`src/core/cfg_preload_defs.svh`:
```
// Purpose: offsets, field positions and reset values of the configuration preloader
// Assumes: 16-bit eeprom words addressed by even byte address
// Notes: definitions only
`ifndef CFG_PRELOAD_DEFS_SVH
`define CFG_PRELOAD_DEFS_SVH

// eeprom byte addresses of the words that carry meaning
`define EEP_SIG_ADDR 8'h00
`define EEP_SIG_VALUE 16'h1516
`define EEP_FEAT_ADDR 8'h06
`define EEP_MPS_ADDR 8'h0C
`define EEP_TOUT_BASE 8'hD0
`define EEP_TOUT_LAST 8'hD6
`define EEP_MAP_BASE 8'hF0
`define EEP_MAP_LAST 8'hF6
`define EEP_LAST_ADDR 8'hFE
`define EEP_ADDR_STEP 8'h02

// bit positions inside eeprom word 06h
`define FEAT_VC_BIT 0
`define FEAT_L0S_LSB 1
`define FEAT_L1_LSB 4
`define FEAT_NOORD_PORT_BIT 8
`define FEAT_NOORD_TAG_BIT 9
`define FEAT_SAF_BIT 10
`define FEAT_CT_LSB 11
`define FEAT_ARB_BIT 13
`define FEAT_CRED_BIT 14
`define FEAT_INTA_BIT 15

// bit positions inside the switch mode image (config offset 74h)
`define SWM_SAF_BIT 0
`define SWM_CT_LSB 1
`define SWM_ARB_BIT 3
`define SWM_CRED_BIT 4
`define SWM_NOORD_PORT_BIT 5
`define SWM_NOORD_TAG_BIT 6

// bit positions inside the link capability image (config offset CCh)
`define LCAP_L0S_LSB 12
`define LCAP_L1_LSB 15

// hardware reset defaults, kept when the signature does not match
`define RST_EXT_VC 1'h0
`define RST_L0S_LAT 3'h0
`define RST_L1_LAT 3'h0
`define RST_SW_MODE 7'h00
`define RST_INT_PIN 1'h0
`define RST_MPS 2'h0
`define RST_PORT_WORD 16'h0000

// software register offsets (byte addresses, one 32-bit word each)
`define REG_CTRL 8'h00
`define REG_STATUS 8'h04
`define REG_LINKCAP 8'h08
`define REG_SWMODE 8'h0C
`define REG_MISC 8'h10
`define REG_PORT_BASE 8'h20
`define REG_PORT_LAST 8'h3C

// field positions of the software registers
`define CTRL_RELOAD_BIT 0
`define STAT_BUSY_BIT 0
`define STAT_DONE_BIT 1
`define STAT_SIGOK_BIT 2
`define MISC_VC_BIT 0
`define MISC_INTA_BIT 8
`define MISC_MPS_LSB 16

`endif

```
`src/core/cfg_preload_pkg.sv`:
```
// Purpose: shared types of the configuration preloader
// Assumes: nothing beyond the defs header
// Notes: gray codes along idle, signature, walk, done
package cfg_preload_pkg;
  typedef enum logic [1:0] {
    ST_IDLE = 2'h0,
    ST_SIG = 2'h1,
    ST_WALK = 2'h3,
    ST_DONE = 2'h2
  } load_state_t;
  typedef logic [7:0] eep_addr_t;
  typedef logic [15:0] eep_word_t;
  typedef logic [2:0] port_idx_t;
endpackage

```
`src/core/word_fetch_if.sv`:
```
// Purpose: carries one word fetch request and its answer between loader and fetcher
// Assumes: single clock
// Notes: req and done are one-cycle pulses
interface word_fetch_if;
  import cfg_preload_pkg::*;
  logic req; // start one fetch
  eep_addr_t addr; // eeprom byte address
  logic done; // fetched word is valid
  eep_word_t data; // fetched word
  modport loader (output req, output addr, input done, input data);
  modport fetcher (input req, input addr, output done, output data);
endinterface

```
`src/core/word_fetch.sv`:
```
// Purpose: turns a fetch pulse into a held eeprom request and returns the word
// Assumes: eeprom side answers with a one-cycle ack beside its data
// Notes: a new request is ignored while one is outstanding
module word_fetch
  import cfg_preload_pkg::*;
(
  input wire logic clk, // system clock
  input wire logic rst_n, // asynchronous reset, active low
  word_fetch_if.fetcher fw, // loader side
  output logic eep_req, // held until ack
  output cfg_preload_pkg::eep_addr_t eep_addr, // word byte address
  input wire logic eep_ack, // word present
  input wire cfg_preload_pkg::eep_word_t eep_data // word value
);
  logic req_r, req_nxt; // request outstanding
  eep_addr_t addr_r, addr_nxt; // latched address
  logic done_r; // answer pulse
  eep_word_t data_r; // captured word
  wire take = fw.req && !req_r; // accept only when idle
  wire fin = req_r && eep_ack; // eeprom answered

  assign req_nxt = take ? 1'b1 : (fin ? 1'b0 : req_r);
  assign addr_nxt = take ? fw.addr : addr_r;

  // request and address register
  always_ff @(posedge clk or negedge rst_n) begin
    if (!rst_n) begin
      req_r <= 1'b0;
      addr_r <= 8'h00;
      done_r <= 1'b0;
      data_r <= 16'h0000;
    end else begin
      req_r <= req_nxt;
      addr_r <= addr_nxt;
      done_r <= fin;
      if (fin) begin
        data_r <= eep_data;
      end
    end
  end

  assign eep_req = req_r;
  assign eep_addr = addr_r;
  assign fw.done = done_r;
  assign fw.data = data_r;
endmodule

```
`src/core/port_word_mem.sv`:
```
// Purpose: holds the eight per-port words (time-out counters and vc map / time slot)
// Assumes: one write port from the loader, one read port for software
// Notes: read data come out of a register one cycle after the address
module port_word_mem
  import cfg_preload_pkg::*;
(
  input wire logic clk, // system clock
  input wire logic rst_n, // asynchronous reset, active low
  input wire logic clr, // restore defaults in all entries
  input wire logic we, // write enable
  input wire cfg_preload_pkg::port_idx_t waddr, // write index
  input wire cfg_preload_pkg::eep_word_t wdata, // write word
  input wire cfg_preload_pkg::port_idx_t raddr, // read index
  output cfg_preload_pkg::eep_word_t rdata // registered read word
);
  `include "cfg_preload_defs.svh"
  eep_word_t mem_r [8]; // storage
  eep_word_t rdata_r; // read register

  // storage keeps reset defaults until a valid image overwrites them
  always_ff @(posedge clk or negedge rst_n) begin
    if (!rst_n) begin
      for (int i = 0; i < 8; i++) begin
        mem_r[i] <= `RST_PORT_WORD;
      end
      rdata_r <= 16'h0000;
    end else begin
      for (int i = 0; i < 8; i++) begin
        if (clr) begin
          mem_r[i] <= `RST_PORT_WORD;
        end else if (we && (waddr == 3'(i))) begin
          mem_r[i] <= wdata;
        end
      end
      rdata_r <= mem_r[raddr];
    end
  end

  assign rdata = rdata_r;
endmodule

```
`src/core/eeprom_config_preload.sv`:
```
// Purpose: copies configuration words from the external eeprom into switch configuration fields
// Assumes: eeprom word fetches answered by an ack pulse on this clock
// Notes: after a good signature every word 00h..FEh is fetched; only mapped words change any field
module eeprom_config_preload
  import cfg_preload_pkg::*;
(
  input wire logic clk, // system clock, 100 MHz
  input wire logic rst_n, // asynchronous reset, active low
  input wire logic [7:0] reg_addr, // register byte address
  input wire logic [31:0] reg_wdata, // register write data
  input wire logic reg_wr, // register write strobe
  input wire logic reg_rd, // register read strobe
  output logic [31:0] reg_rdata, // read data, valid the cycle after reg_rd
  output logic eep_req, // eeprom word request, held until ack
  output cfg_preload_pkg::eep_addr_t eep_addr, // eeprom word byte address
  input wire logic eep_ack, // eeprom answer pulse
  input wire cfg_preload_pkg::eep_word_t eep_data, // eeprom word beside ack
  output logic cfg_ready, // loaded fields valid, upstream config may be answered
  output logic sig_ok, // last image carried a valid signature
  output logic ext_vc_cnt, // extended vc count, ports 0..2
  output logic [2:0] l0s_exit_lat, // link capability L0s exit latency
  output logic [2:0] l1_exit_lat, // link capability L1 exit latency
  output logic [6:0] sw_mode, // switch mode image bits 6:0
  output logic int_pin_req, // INTA requested, ports 1..2
  output logic [1:0] max_payload // max payload size supported, ports 0..2
);
  `include "cfg_preload_defs.svh"

  // register map, 32 bits per offset:
  //   00h control, bit 0 reloads
  //   04h busy, ready, signature
  //   08h link capability image
  //   0Ch switch mode image
  //   10h vc count, INTA, payload
  //   20h..3Ch per-port words
  // other offsets read as zero
  // writes to all but 00h are dropped
  //
  // per word: request held to the ack
  // edge, word applied one edge on,
  // next request one edge after that
  //
  // after a good signature every word
  // to FEh is walked, so load time includes the rest
  //
  // a reload restores defaults first
  // a bad signature keeps them
  //
  // limitation: a missing ack hangs
  // the load with busy held high

  // loader state
  load_state_t state_r, state_nxt; // sequence state
  eep_addr_t waddr_r, waddr_nxt; // address of the word being walked
  logic issue_r, issue_nxt; // one-cycle fetch pulse
  logic sig_ok_r, sig_ok_nxt; // signature matched
  logic ready_r, ready_nxt; // fields valid

  // configuration field registers
  // defaults until a good image
  logic ext_vc_r; // extended vc count
  logic [2:0] l0s_r; // L0s exit latency
  logic [2:0] l1_r; // L1 exit latency
  logic [6:0] swm_r; // switch mode image
  logic inta_r; // interrupt pin request
  logic [1:0] mps_r; // max payload size

  // register port
  // one source answers at a time
  logic [31:0] rd_reg_r; // registered read value for plain registers
  logic rd_mem_r; // last read hit the per-port word window

  word_fetch_if fw (); // carrier to the fetcher

  // fetcher that owns the eeprom pins
  word_fetch u_fetch (
    .clk(clk),
    .rst_n(rst_n),
    .fw(fw.fetcher),
    .eep_req(eep_req),
    .eep_addr(eep_addr),
    .eep_ack(eep_ack),
    .eep_data(eep_data)
  );

  // loader pulses, fetcher holds
  assign fw.req = issue_r;
  assign fw.addr = waddr_r;

  // software decode
  wire hit_ctrl = (reg_addr == `REG_CTRL);
  wire hit_status = (reg_addr == `REG_STATUS);
  wire hit_linkcap = (reg_addr == `REG_LINKCAP);
  wire hit_swmode = (reg_addr == `REG_SWMODE);
  wire hit_misc = (reg_addr == `REG_MISC);

  // word-aligned window only
  wire hit_port = (reg_addr >= `REG_PORT_BASE) && (reg_addr <= `REG_PORT_LAST) && (reg_addr[1:0] == 2'h0);
  // a load is in progress
  wire busy = (state_r == ST_SIG) || (state_r == ST_WALK);

  // reload is refused while a load is running, so a half image never mixes with a new one
  wire reload_req = reg_wr && hit_ctrl && reg_wdata[`CTRL_RELOAD_BIT] && !busy;

  // decode of the word just fetched
  // done pulses once per word
  wire eep_word_t word = fw.data;
  wire got = fw.done;

  // signature test on the raw word
  wire is_sig = (word == `EEP_SIG_VALUE);

  // which word is being walked
  wire at_feat = (waddr_r == `EEP_FEAT_ADDR);
  wire at_mps = (waddr_r == `EEP_MPS_ADDR);
  // both range ends are inclusive
  wire at_tout = (waddr_r >= `EEP_TOUT_BASE) && (waddr_r <= `EEP_TOUT_LAST);
  wire at_map = (waddr_r >= `EEP_MAP_BASE) && (waddr_r <= `EEP_MAP_LAST);
  // the last word ends the walk
  wire at_last = (waddr_r == `EEP_LAST_ADDR);

  // write enables, walk state only
  wire apply = got && (state_r == ST_WALK); // signature already passed
  wire apply_feat = apply && at_feat;
  wire apply_mps = apply && at_mps;
  // reserved words fall through every decode and change nothing
  wire apply_port = apply && (at_tout || at_map);

  // per-port word index: time-out counters at 0..3, vc map / slot at 4..7
  wire port_idx_t port_widx = at_map ? {1'b1, waddr_r[2:1]} : {1'b0, waddr_r[2:1]};
  // one entry per 32-bit slot
  wire port_idx_t port_ridx = port_idx_t'(reg_addr[4:2]);
  wire eep_word_t port_rdata;
  wire clear_fields = reload_req; // reload starts from hardware defaults

  // switch mode image built from word 06h
  // fields land out of bit order
  wire [6:0] swm_load;
  assign swm_load[`SWM_SAF_BIT] = word[`FEAT_SAF_BIT];
  assign swm_load[`SWM_CT_LSB +: 2] = word[`FEAT_CT_LSB +: 2];
  assign swm_load[`SWM_ARB_BIT] = word[`FEAT_ARB_BIT];
  assign swm_load[`SWM_CRED_BIT] = word[`FEAT_CRED_BIT];
  assign swm_load[`SWM_NOORD_PORT_BIT] = word[`FEAT_NOORD_PORT_BIT];
  assign swm_load[`SWM_NOORD_TAG_BIT] = word[`FEAT_NOORD_TAG_BIT];

  // per-port words live in a small memory; software reads them through the port window
  // a reload wipes all eight
  port_word_mem u_mem (
    .clk(clk),
    .rst_n(rst_n),
    .clr(clear_fields),
    .we(apply_port),
    .waddr(port_widx),
    .wdata(word),
    .raddr(port_ridx),
    .rdata(port_rdata)
  );

  // sequence: signature first, then walk every remaining word up to FEh
  always_comb begin
    state_nxt = state_r;
    waddr_nxt = waddr_r;
    issue_nxt = 1'b0;
    sig_ok_nxt = sig_ok_r;
    ready_nxt = ready_r;

    // one branch per state
    unique case (state_r)
      // fetch word 00h first
      ST_IDLE: begin
        // first cycle after reset: start on our own
        state_nxt = ST_SIG;
        waddr_nxt = `EEP_SIG_ADDR;
        issue_nxt = 1'b1;
        sig_ok_nxt = 1'b0;
        ready_nxt = 1'b0;
      end

      // judge word 00h
      ST_SIG: begin
        if (got) begin
          if (is_sig) begin
            // valid image: go on with word 02h
            state_nxt = ST_WALK;
            waddr_nxt = waddr_r + `EEP_ADDR_STEP;
            issue_nxt = 1'b1;
            sig_ok_nxt = 1'b1;
          end else begin
            // foreign or blank image: keep reset defaults
            state_nxt = ST_DONE;
            ready_nxt = 1'b1;
          end
        end
      end

      // walk up one word at a time
      ST_WALK: begin
        if (got) begin
          if (at_last) begin
            // last field (word F6h) already written four words earlier, so ready never leads the data
            state_nxt = ST_DONE;
            ready_nxt = 1'b1;
          end else begin
            waddr_nxt = waddr_r + `EEP_ADDR_STEP;
            issue_nxt = 1'b1;
          end
        end
      end

      // wait for a reload
      ST_DONE: begin
        if (reload_req) begin
          state_nxt = ST_SIG;
          waddr_nxt = `EEP_SIG_ADDR;
          issue_nxt = 1'b1;
          sig_ok_nxt = 1'b0;
          ready_nxt = 1'b0; // upstream config held off again until the reload ends
        end
      end
    endcase
  end

  // sequence registers
  // all loader state moves together
  always_ff @(posedge clk or negedge rst_n) begin
    if (!rst_n) begin
      state_r <= ST_IDLE;
      waddr_r <= 8'h00;
      issue_r <= 1'b0;
      sig_ok_r <= 1'b0;
      ready_r <= 1'b0;
    end else begin
      state_r <= state_nxt;
      waddr_r <= waddr_nxt;
      issue_r <= issue_nxt;
      sig_ok_r <= sig_ok_nxt;
      ready_r <= ready_nxt;
    end
  end

  // fields from word 06h; a reload first returns them to defaults
  always_ff @(posedge clk or negedge rst_n) begin
    if (!rst_n) begin
      ext_vc_r <= `RST_EXT_VC;
      l0s_r <= `RST_L0S_LAT;
      l1_r <= `RST_L1_LAT;
      swm_r <= `RST_SW_MODE;
      inta_r <= `RST_INT_PIN;
    end else if (clear_fields) begin
      // back to defaults before the new image
      ext_vc_r <= `RST_EXT_VC;
      l0s_r <= `RST_L0S_LAT;
      l1_r <= `RST_L1_LAT;
      swm_r <= `RST_SW_MODE;
      inta_r <= `RST_INT_PIN;
    end else if (apply_feat) begin
      // word 06h after a good signature
      ext_vc_r <= word[`FEAT_VC_BIT];
      l0s_r <= word[`FEAT_L0S_LSB +: 3];
      l1_r <= word[`FEAT_L1_LSB +: 3];
      swm_r <= swm_load;
      inta_r <= word[`FEAT_INTA_BIT];
    end
  end

  // max payload field from word 0Ch
  always_ff @(posedge clk or negedge rst_n) begin
    if (!rst_n) begin
      mps_r <= `RST_MPS;
    end else if (clear_fields) begin
      mps_r <= `RST_MPS;
    end else if (apply_mps) begin
      // word 0Ch, upper bits unused
      mps_r <= word[1:0];
    end
  end

  // read images of the plain registers, laid out as the config offsets place them
  // status bits
  wire [31:0] status_img = {29'h0, sig_ok_r, ready_r, busy};

  // exit latencies
  wire [31:0] linkcap_img = {14'h0, l1_r, l0s_r, 12'h0};

  // switch mode
  wire [31:0] swmode_img = {25'h0, swm_r};

  // small fields
  wire [31:0] misc_img = {14'h0, mps_r, 7'h0, inta_r, 7'h0, ext_vc_r};

  // unmapped addresses and the write-only control word read as zero
  wire [31:0] rd_sel = hit_status ? status_img :
                       hit_linkcap ? linkcap_img :
                       hit_swmode ? swmode_img :
                       hit_misc ? misc_img : 32'h0000_0000;

  // read port: value captured at the strobe, shown the next cycle only
  always_ff @(posedge clk or negedge rst_n) begin
    if (!rst_n) begin
      rd_reg_r <= 32'h0000_0000;
      rd_mem_r <= 1'b0;
    end else begin
      // zero outside the answer cycle
      rd_reg_r <= reg_rd ? rd_sel : 32'h0000_0000;
      // which source answers next
      rd_mem_r <= reg_rd && hit_port;
    end
  end

  // memory read data are already registered, so both sources line up on the same cycle
  assign reg_rdata = rd_mem_r ? {16'h0000, port_rdata} : rd_reg_r;

  // status outputs
  assign cfg_ready = ready_r;
  assign sig_ok = sig_ok_r;

  // field outputs
  assign ext_vc_cnt = ext_vc_r;
  assign l0s_exit_lat = l0s_r;
  assign l1_exit_lat = l1_r;
  assign sw_mode = swm_r;
  assign int_pin_req = inta_r;
  assign max_payload = mps_r;
endmodule

```
`config.mk`:
```
export PLATFORM = sky130hd
export DESIGN_NAME = eeprom_config_preload
export DESIGN_NICKNAME = d
export VERILOG_FILES = /design/src/core/cfg_preload_pkg.sv /design/src/core/word_fetch_if.sv /design/src/core/word_fetch.sv /design/src/core/port_word_mem.sv /design/src/core/eeprom_config_preload.sv
export VERILOG_INCLUDE_DIRS = /design/src /design/src/core
export SDC_FILE = /design/constraint.sdc
export NUM_CORES = 1
export LEC_CHECK = 0
export BUFFER_PORTS_ARGS = -buffer_cell sky130_fd_sc_hd__buf_2
export CORE_MARGIN = 2
export CORE_UTILIZATION = 30
export CTS_CLUSTER_SIZE = 20
export DETAILED_ROUTE_END_ITERATION = 8
export SETUP_SLACK_MARGIN = 0.05
export SLEW_MARGIN = 0
export SYNTH_ARGS = -nofsm -noshare
export SYNTH_HDL_FRONTEND = slang
export SYNTH_SLANG_ARGS = --single-unit
```
`constraint.sdc`:
```
create_clock -name clk -period 2.1 [get_ports clk]
set_input_delay 0.42 -clock clk [delete_from_list [all_inputs] [get_ports clk]]
set_output_delay 0.42 -clock clk [all_outputs]
set_load 0.05 [all_outputs]
```
==> metrics.txt, run 1 <==
register area share after synthesis=0.524; WP data required=1.68 ns; Mapped Area=10,200 um2; critical path arrival=1.61 ns; Yosys reg bits=213; Final Setup Violations=0; antenna violations before repair=5; core footprint=33,400 um2; PwrDens=1020 nW/um2; Final ANT Viol Nets=0; Area Growth Syn to Fin=21.7%; outcome=finished clean; Achievable Freq=0.494 GHz; post-DP HPWL=16.4 mm; Tcrit/Tclk final=0.965; layout cells sized above 1=0.325; WL final=25.1 mm; max-slew violation count=0; CTS tree=built; io pins=121; Filler cells=approximately 3,200; Main synth FF type=dfrtp_1; Setup Skew=0.0136 ns; Distinct cells, synth=54; Gate Count Post-Synth=810; RSZ-0062 raised after global routing=yes; Adder-Cell Fraction of Synth Area=0.00492; vias per cell=4.73; wire per inst=18.2 um; Power Total=12.6 mW; worst slack, placed=0.0381 ns; TritonCTS buffer count=23; vias in the first global route=6,573; largest net degree at the start of global routing=72; worst min path class=input pin to flop; Lkg Pwr=about 5.5 nW; Slew headroom=0.513; die area=35,400 um2; worst vdd ir=514 uV; asr flop ratio synth=1.00; post-synthesis simple-gate area fraction=0.127; Mean Syn Cell Area=12.6 um2; H-Tree Depth=1; Crit Path Max Fanout=7; post-synthesis xor/xnor area fraction=0; Initial Utilization=0.304; Hold Vio Cnt, Final=0; Post-synth EDFFs=0; # rows=67; CTS Buffer Depth=3; worst-margin pin slew=0.722 ns; IO buf count=74; Total GRT Usage=0.142; DIE HEIGHT=~190 um; first-pass GRT wire length=about 39 mm; placer congestion estimate=roughly 0.80; Setup WS post-layout=0.0738 ns; largest family of logic cells by synthesized area=multiplexers; CP Class=flop to primary output; Chip Width=188 um; Ys Warns=0; max cap viols=0; mux contribution to synthesized area=0.270; initial DRC count=404; Nets=slightly below 1,000; # clock sinks=213; Layout Utilization=0.370; Clock Pin Slew Worst Setup and Hold Paths=about 0.06 ns; detailed-route via count=6,523; Critical Path Start Type=flop; First-pass DRT Iterations=4; root buffer cell=clkbuf_16; final setup TNS=0 ns; post-layout min period=about 2 ns; crit path capture type=primary output; Remaining DRCs=0; Overflow after GRT=0; Clock Latency Late Sink=0.51 ns; compound-gate portion of the synthesized area=0.0258
-- registers in the layout (all words and copies together), names as in the netlist --
register	flops
rd_mem_r	1
u_fetch.fw.done	1
max_payload	2
u_fetch.eep_addr	7
fw.addr	7
l1_exit_lat	3
cfg_ready	1
u_mem.mem_r	128
u_mem.rdata	16
l0s_exit_lat	3
u_fetch.fw.data	16
u_fetch.eep_req	1
fw.req	1
state_r	2
sw_mode	7
ext_vc_cnt	1
sig_ok	1
rd_reg_r	14
int_pin_req	1
-- per-layer routing --
| layer | routed length (um) | global-route usage | up-vias | part of all wire |
|---|---|---|---|---|
| met3 | 1520 | 0.0236 | 34 | 0.061 |
| li1 | - | - | 3022 | - |
| met4 | 355 | 0.0291 | 4 | 0.014 |
| met1 | 11600 | 0.202 | 3304 | 0.46 |
| met2 | 11500 | 0.228 | 159 | 0.46 |
| met5 | 21 | 0 | - | 0.00084 |
-- final timing paths --
kind                            cells past startpoint  slack, ns                 from                  end
worst max-delay path                                3       0.07             rd_mem_r         reg_rdata[1]
worst min-delay path                                2       0.14         eep_data[11]  u_fetch.fw.data[11]
worst max register to register                      4       0.13           fw.addr[5]           fw.addr[7]
worst min register to register                      2       0.47  u_fetch.eep_addr[2]  u_fetch.eep_addr[2]
max in group asynchronous                           3       1.02                rst_n             rd_mem_r
min in group asynchronous                           2       0.38                rst_n  u_fetch.eep_addr[6]
-- final cells by class --
class	count	area (um2)	share of cell area
clock inverter	12	141	0.0114
antenna	2	5.00	0.000404
timing repair buffer	147	1250	0.101
multi-input combinational	522	4440	0.358
sequential	213	5330	0.431
inverter	7	26.3	0.00212
clock buffer	29	628	0.0507
tap	448	561	0.0453
-- logic make-up after synthesis --
kind of cell | Yosys count
compound gates | 37
fa+ha+maj | 4
buf+inv | 89
simple gates | 238
other cells | 1
flops | 213
mux | 228
-- cell usage in the layout, fill, tap and decap left out, drive strengths merged, types with 6 or more instances in the layout --
master  synthesis  routed
dfrtp         213     213
nor2          155     155
mux2i         147     147
mux4           32      32
o21ai           6       6
inv             7       8
conb            1      15
buf            67     144
clkbuf         15      30
a21oi           6       6
nand3          10      10
and2           12      12
mux2           49      49
nand4           7       7
nand2          14      14
clkinv          0       7
-- through the flow --
stage	std cells	hold WS [ns]	instance area, um2
2_1_floorplan	824	0.124	10200
3_3_place_gp	1324	0.349	11300
3_5_place_dp	1324	0.356	11300
4_1_cts	1370	0.122	12200
5_1_grt	1378	0.121	12400
6_report	1380	0.142	12400
-- where the power goes --
| part | internal (mW) | switching, mW |
|---|---|---|
| registers | 4.74 | 0.423 |
| clock network | 2.48 | 1.64 |
| logic | 1.26 | 2.04 |
-- synthesized netlist by cell type (3+ instances only) --
cell type,number,area [um2]
mux2_2,49,552
nand4_4,6,128
nand4b_1,3,26.3
nand2b_1,3,18.8
nor2_1,145,544
buf_6,3,33.8
nand3_1,8,40.0
buf_2,38,190
clkbuf_1,15,56.3
a21oi_1,6,30.0
dfrtp_1,213,5330
mux2i_1,147,1470
nand2_1,14,52.6
nor3_1,5,25.0
and2_1,12,75.1
o21ai_0,6,30.0
buf_4,24,180
nor2_2,10,62.6
inv_1,7,26.3
o211ai_1,5,37.5
a31oi_1,5,31.3
a41oi_1,3,26.3
or4_1,3,22.5
mux4_2,32,721
ha_1,4,50.1
nor2b_1,5,31.3
-- timing repair --
item,4_1_cts,5_1_grt
resized for setup,14,35
cloned,0,1
pin swaps,1,6
setup buffers,4,7
hold buffers,1,0
hold endpoints to repair,29,0
endpoints found under the setup margin,22,32
-- critical path: stages, from the launching register on --
cell and delay, ns:
dfrtp_4 0.50, buf_8 0.15, mux2_2 0.27, buf_4 0.19
No activity file was read; power rests on OpenSTA's default activity.
==> run 2, diff against run 1 <==
--- a/config.mk
+++ b/config.mk
@@ -11,6 +11,7 @@
 export CORE_UTILIZATION = 30
 export CTS_CLUSTER_SIZE = 20
 export DETAILED_ROUTE_END_ITERATION = 8
+export RECOVER_POWER = 100
 export SETUP_SLACK_MARGIN = 0.05
 export SLEW_MARGIN = 0
 export SYNTH_ARGS = -nofsm -noshare
==> run 2 against run 1 <==
Sequential power is essentially flat; core utilization shrank 1.0 points; design area shrank 2.7%; clock skew grew 0.0013 ns; combinational power shrank 3%; clock-buffer cell count is the same; critical path depth grew 1; clock power is essentially flat; critical path type is now input pin to flop; largest cell class unchanged.
==> metrics.txt, run 2 (synthesis results as in run 1) <==
WL final=~25 mm; initial DRC count=430; Area Growth Syn to Fin=18.4%; part of the power in the clock network=0.330; TritonCTS buffer count=23; commonest non-fill, non-tap cell in the layout=dfrtp_1; WP data required=approximately 2.5 ns; Slew headroom=0.412; P_sw=4.05 mW; WP buf/inv=2; CP Class=input pin to flop; die area=35,400 um2; Worst path slowest cell=clkbuf_1; # clock sinks=213; Tcrit/Tclk final=0.975; CTS Buffer Depth=3; final setup TNS=0 ns; Final Setup Violations=0; max reg flops=128; vias per cell=4.72; worst min path class=input pin to flop; sw frac=0.325; First-pass DRT Iterations=6; root buffer cell=clkbuf_16; vias in the first global route=6,573; detailed-route via count=6,512; Overflow after GRT=0; first-pass GRT wire length=39.2 mm; Crit Path Max Fanout=8; Clock Latency Late Sink=0.51 ns; Filler cells=3,291; internal power=8.41 mW; RSZ-0062 raised after global routing=yes; critical path arrival=2.41 ns; Largest Register=u_mem.mem_r; DIE HEIGHT=188 um; post-DP HPWL=around 16 mm; critical path's largest stage delay=around 0.6 ns; Initial Utilization=0.304; placer congestion estimate=roughly 0.8; outcome=finished clean; Crit path max-delay family=buffers and inverters; Remaining DRCs=0; PwrDens=1030 nW/um2; H-Tree Depth=1; io pins=121; Total GRT Usage=0.142; wire per inst=18.2 um; hold_ws=0.142 ns; most frequent cells in the layout=dfrtp_1 (212), nor2_1 (151), mux2i_1 (147), buf_4 (56), mux2_2 (43); Achievable Freq=between 0.4 and 0.5 GHz; Setup WS post-layout=0.0528 ns; worst vdd ir=514 uV; # rows=67; layout cells sized above 1=0.267; Lkg Pwr=5.35 nW; core footprint=33,400 um2; antenna violations before repair=5; IO buf count=74; worst slack, placed=0.0381 ns; Nets=979; Seq pwr share=0.414; Hold Vio Cnt, Final=0; Final ANT Viol Nets=0; CTS tree=built; Chip Width=188 um; Clock Pin Slew Worst Setup and Hold Paths=0.06 ns; crit path cell chain=clkbuf_1, clkbuf_1, mux4_2, mux2_1; max-slew violation count=0; Critical Path Start Type=input pin; crit path capture type=flop; post-layout min period=between 2 and 2.5 ns; worst-margin pin slew=0.882 ns; largest net degree at the start of global routing=72; Setup Skew=about 0.015 ns; most used cell, CP=clkbuf_1; max cap viols=0; Combinational Power Share=0.255
[run 2: changes by cell type in the layout (fill, tap and decap cells not counted), sizes merged]
cell	change
buf	-47
clkbuf	+47
[run 2: power groups by stage]
| stage | logic (mW) | registers, mW | clock network [mW] |
|---|---|---|---|
| final | 3.18 | 5.16 | 4.12 |
| after global placement | 3.24 | 5.21 | 0 |
| after CTS | 3.30 | 5.16 | 4.22 |
| after floorplan | 1.92 | 5.42 | 0 |
| after detailed placement | 3.28 | 5.23 | 0 |
| after global routing | 3.43 | 5.25 | 4.39 |
[run 2: per-layer routing]
metal | global-route usage | vias up | share of wire | wire length, um
met5 | 0 | - | 0.00084 | 21
met4 | 0.0291 | 4 | 0.013 | 328
met3 | 0.0236 | 34 | 0.046 | 1160
met2 | 0.228 | 135 | 0.47 | 11700
met1 | 0.202 | 3323 | 0.47 | 11900
li1 | - | 3016 | - | -
[run 2: layout make-up]
type,instances,area [um2],share of cell area
Timing Repair Buffer,147,1010,0.0835
Antenna cell,2,5.00,0.000415
Clock inverter,12,141,0.0117
Sequential cell,213,5330,0.443
Tap cell,448,561,0.0465
Clock buffer,29,628,0.0521
Multi-Input combinational cell,522,4350,0.361
Inverter,7,26.3,0.00218
[run 2: per-stage QoR]
| step | power, mW | std cells | cell area [um2] | utilization |
|---|---|---|---|---|
| 2_1_floorplan | 7.34 | 824 | 10200 | - |
| 3_3_place_gp | 8.45 | 1324 | 11300 | 0.338 |
| 3_5_place_dp | 8.51 | 1324 | 11300 | 0.338 |
| 4_1_cts | 12.7 | 1370 | 12200 | 0.365 |
| 5_1_grt | 13.1 | 1378 | 12000 | 0.360 |
| 6_report | 12.5 | 1380 | 12000 | 0.360 |
[run 2: worst reg2reg max path: cells and delay by family (launching register included)]
kind            cells  cell delay (ns)
simple gates        2             0.74
flops               1             0.37
compound gates      2             0.40
buf+inv             2             0.38
[run 2: final timing paths]
check / start / endpoint / slack (ns) / cells past startpoint
min: eep_data[11] / u_fetch.fw.data[11] / 0.14 / 2
max in group asynchronous: rst_n / rd_mem_r / 0.35 / 3
min reg2reg: u_fetch.eep_addr[2] / u_fetch.eep_addr[2] / 0.48 / 2
min in group asynchronous: rst_n / u_fetch.eep_addr[7] / 0.56 / 2
max reg2reg: u_fetch.fw.data[11] / fw.addr[7] / 0.10 / 6
max: reg_addr[2] / u_mem.rdata[12] / 0.05 / 4
[run 2: timing repair]
action                                  CTS  global route
cloned                                    0             1
hold buffers                              1             0
gates resized for setup                  14            35
buffers inserted                          4             7
endpoints found under the setup margin   22            32
endpoints found under the hold margin    29             0
pin swaps                                 1             6
==> run 3, diff against run 2 <==
--- a/config.mk
+++ b/config.mk
@@ -11,6 +11,7 @@
 export CORE_UTILIZATION = 30
 export CTS_CLUSTER_SIZE = 20
 export DETAILED_ROUTE_END_ITERATION = 8
+export GPL_TIMING_DRIVEN = 0
 export RECOVER_POWER = 100
 export SETUP_SLACK_MARGIN = 0.05
 export SLEW_MARGIN = 0
==> run 3 against run 2 <==
Clock skew increased by 0.0077 ns; critical path depth is 3 higher; critical endpoint is now u_mem.mem_r[73]; combinational power about the same; power grew 3.4%; largest power group unchanged; non-clock buffer count increased by 12; final cell count rose by 1.0%; hold slack got worse by 0.0076 ns; die area unchanged.
==> metrics.txt, run 3 (synthesis results as in run 1) <==
outcome=finished clean; worst slack, placed=-0.321 ns; post-layout min period=2.02 ns; Largest Register=u_mem.mem_r; DRT met1 WL=13.0 mm; Final ANT Viol Nets=0; PwrDens=1060 nW/um2; CP Class=flop to flop; Achievable Freq=0.495 GHz; Clock Latency Late Sink=approximately 0.54 ns; placer congestion estimate=0.825; Power Total=12.9 mW; initial DRC count=463; first-pass GRT wire length=41.9 mm; highest routed layer=met4; Crit Path Max Fanout=10; Final Setup Violations=0; vias in the first global route=~6,800; WP data required=2.51 ns; most used cell, CP=buf_4; layout cells sized above 1=0.280; # clock sinks=about 210; H-Tree Depth=1; largest net degree at the start of global routing=about 120; Crit path max-delay family=buffers and inverters; Critical Path Start Type=flop; DIE HEIGHT=approximately 190 um; Non-Filler Instances=1,394; Overflow after GRT=0; metal3 WL=~1.1 mm; worst-margin pin slew=0.831 ns; Hold Vio Cnt, Final=0; TritonCTS buffer count=24; antenna violations before repair=1; post-DP HPWL=18.6 mm; WL final=26.5 mm; # rows=67; max reg flops=about 130; vias per cell=between 4 and 5; First-pass DRT Iterations=5; crit path capture type=flop; root buffer cell=clkbuf_16; max-slew violation count=0; Slew headroom=0.446; IO buf count=a little over 70; dpl cells=1,345; met2 WL=12.0 mm; CTS tree=built; critical path's largest stage delay=about 0.38 ns; Nets=992; max cap viols=0; crit path cell chain=buf_2, and4b_1, buf_4, nand3_2, buf_4, mux2i_1, nor2_1; Area Growth Syn to Fin=19.3%; commonest non-fill, non-tap cell in the layout=dfrtp_1; detailed-route via count=between 6,000 and 7,000; Remaining DRCs=0; Clock Pin Slew Worst Setup and Hold Paths=around 0.060 ns; core footprint=approximately 33,000 um2; CTS Buffer Depth=3; most frequent cells in the layout=dfrtp_1 (211), mux2i_1 (147), nor2_1 (145), buf_2 (48), clkbuf_1 (46); Tcrit/Tclk final=0.961; worst min path class=input pin to flop; WP buf/inv=3; Setup WS post-layout=0.0809 ns; io pins=121; Total GRT Usage=0.153; Chip Width=around 190 um; wire per inst=19.0 um; die area=35,400 um2; Setup Skew=around 0.023 ns; RSZ-0062 raised after global routing=yes; hold_ws=between 0.1 and 0.15 ns; critical path arrival=2.43 ns; Worst path slowest cell=dfrtp_1; Initial Utilization=0.304; Lkg Pwr=5.41 nW; worst vdd ir=458 uV
==> run 3: power breakdown <==
| part | internal, mW | total [mW] | switching (mW) |
|---|---|---|---|
| clock network | 2.81 | 4.52 | 1.72 |
| registers | 4.75 | 5.18 | 0.431 |
| logic | 1.08 | 3.18 | 2.10 |
==> run 3: metrics by stage <==
stage          setup TNS [ns]  cell area (um2)   util
2_1_floorplan               0            10200      -
3_3_place_gp          -692.01            11100  0.333
3_5_place_dp           -35.70            11200  0.334
4_1_cts                     0            12100  0.363
5_1_grt                     0            12100  0.363
6_report                    0            12100  0.363
==> run 3: cell type report <==
class / instances / area [um2]
diodes: 1 / 2.50
plain buffers: 81 / 483
clock buffers: 33 / 694
clock inverters: 11 / 169
fillers: 3248 / 21300
inverters: 7 / 26.3
multi-input cells: 522 / 4440
flip-flops and latches: 213 / 5330
well taps: 448 / 561
repair buffers: 78 / 429
==> run 3: layer usage <==
metal	vias up	track usage
met5	-	0
met4	0	0.0333
met3	29	0.0217
met2	151	0.233
met1	3417	0.230
li1	3056	-
==> run 3: what timing repair did <==
action,4_1_cts,5_1_grt
endpoints found under the setup margin,97,90
hold buffers,1,0
buffers inserted,4,0
hold endpoints to repair,99,0
pin swaps,2,1
resized for setup,14,24
==> run 3: worst paths after layout <==
kind	slack, ns	startpoint	depth (start not counted)	endpoint
min in group asynchronous	0.54	rst_n	2	u_fetch.eep_addr[1]
min reg2reg	0.49	u_fetch.eep_addr[2]	2	u_fetch.eep_addr[2]
max	0.08	fw.addr[3]	7	u_mem.mem_r[73]
max reg2reg	0.08	fw.addr[3]	7	u_mem.mem_r[73]
min	0.13	eep_data[1]	2	u_fetch.fw.data[1]
max in group asynchronous	0.54	rst_n	3	u_mem.mem_r[44]
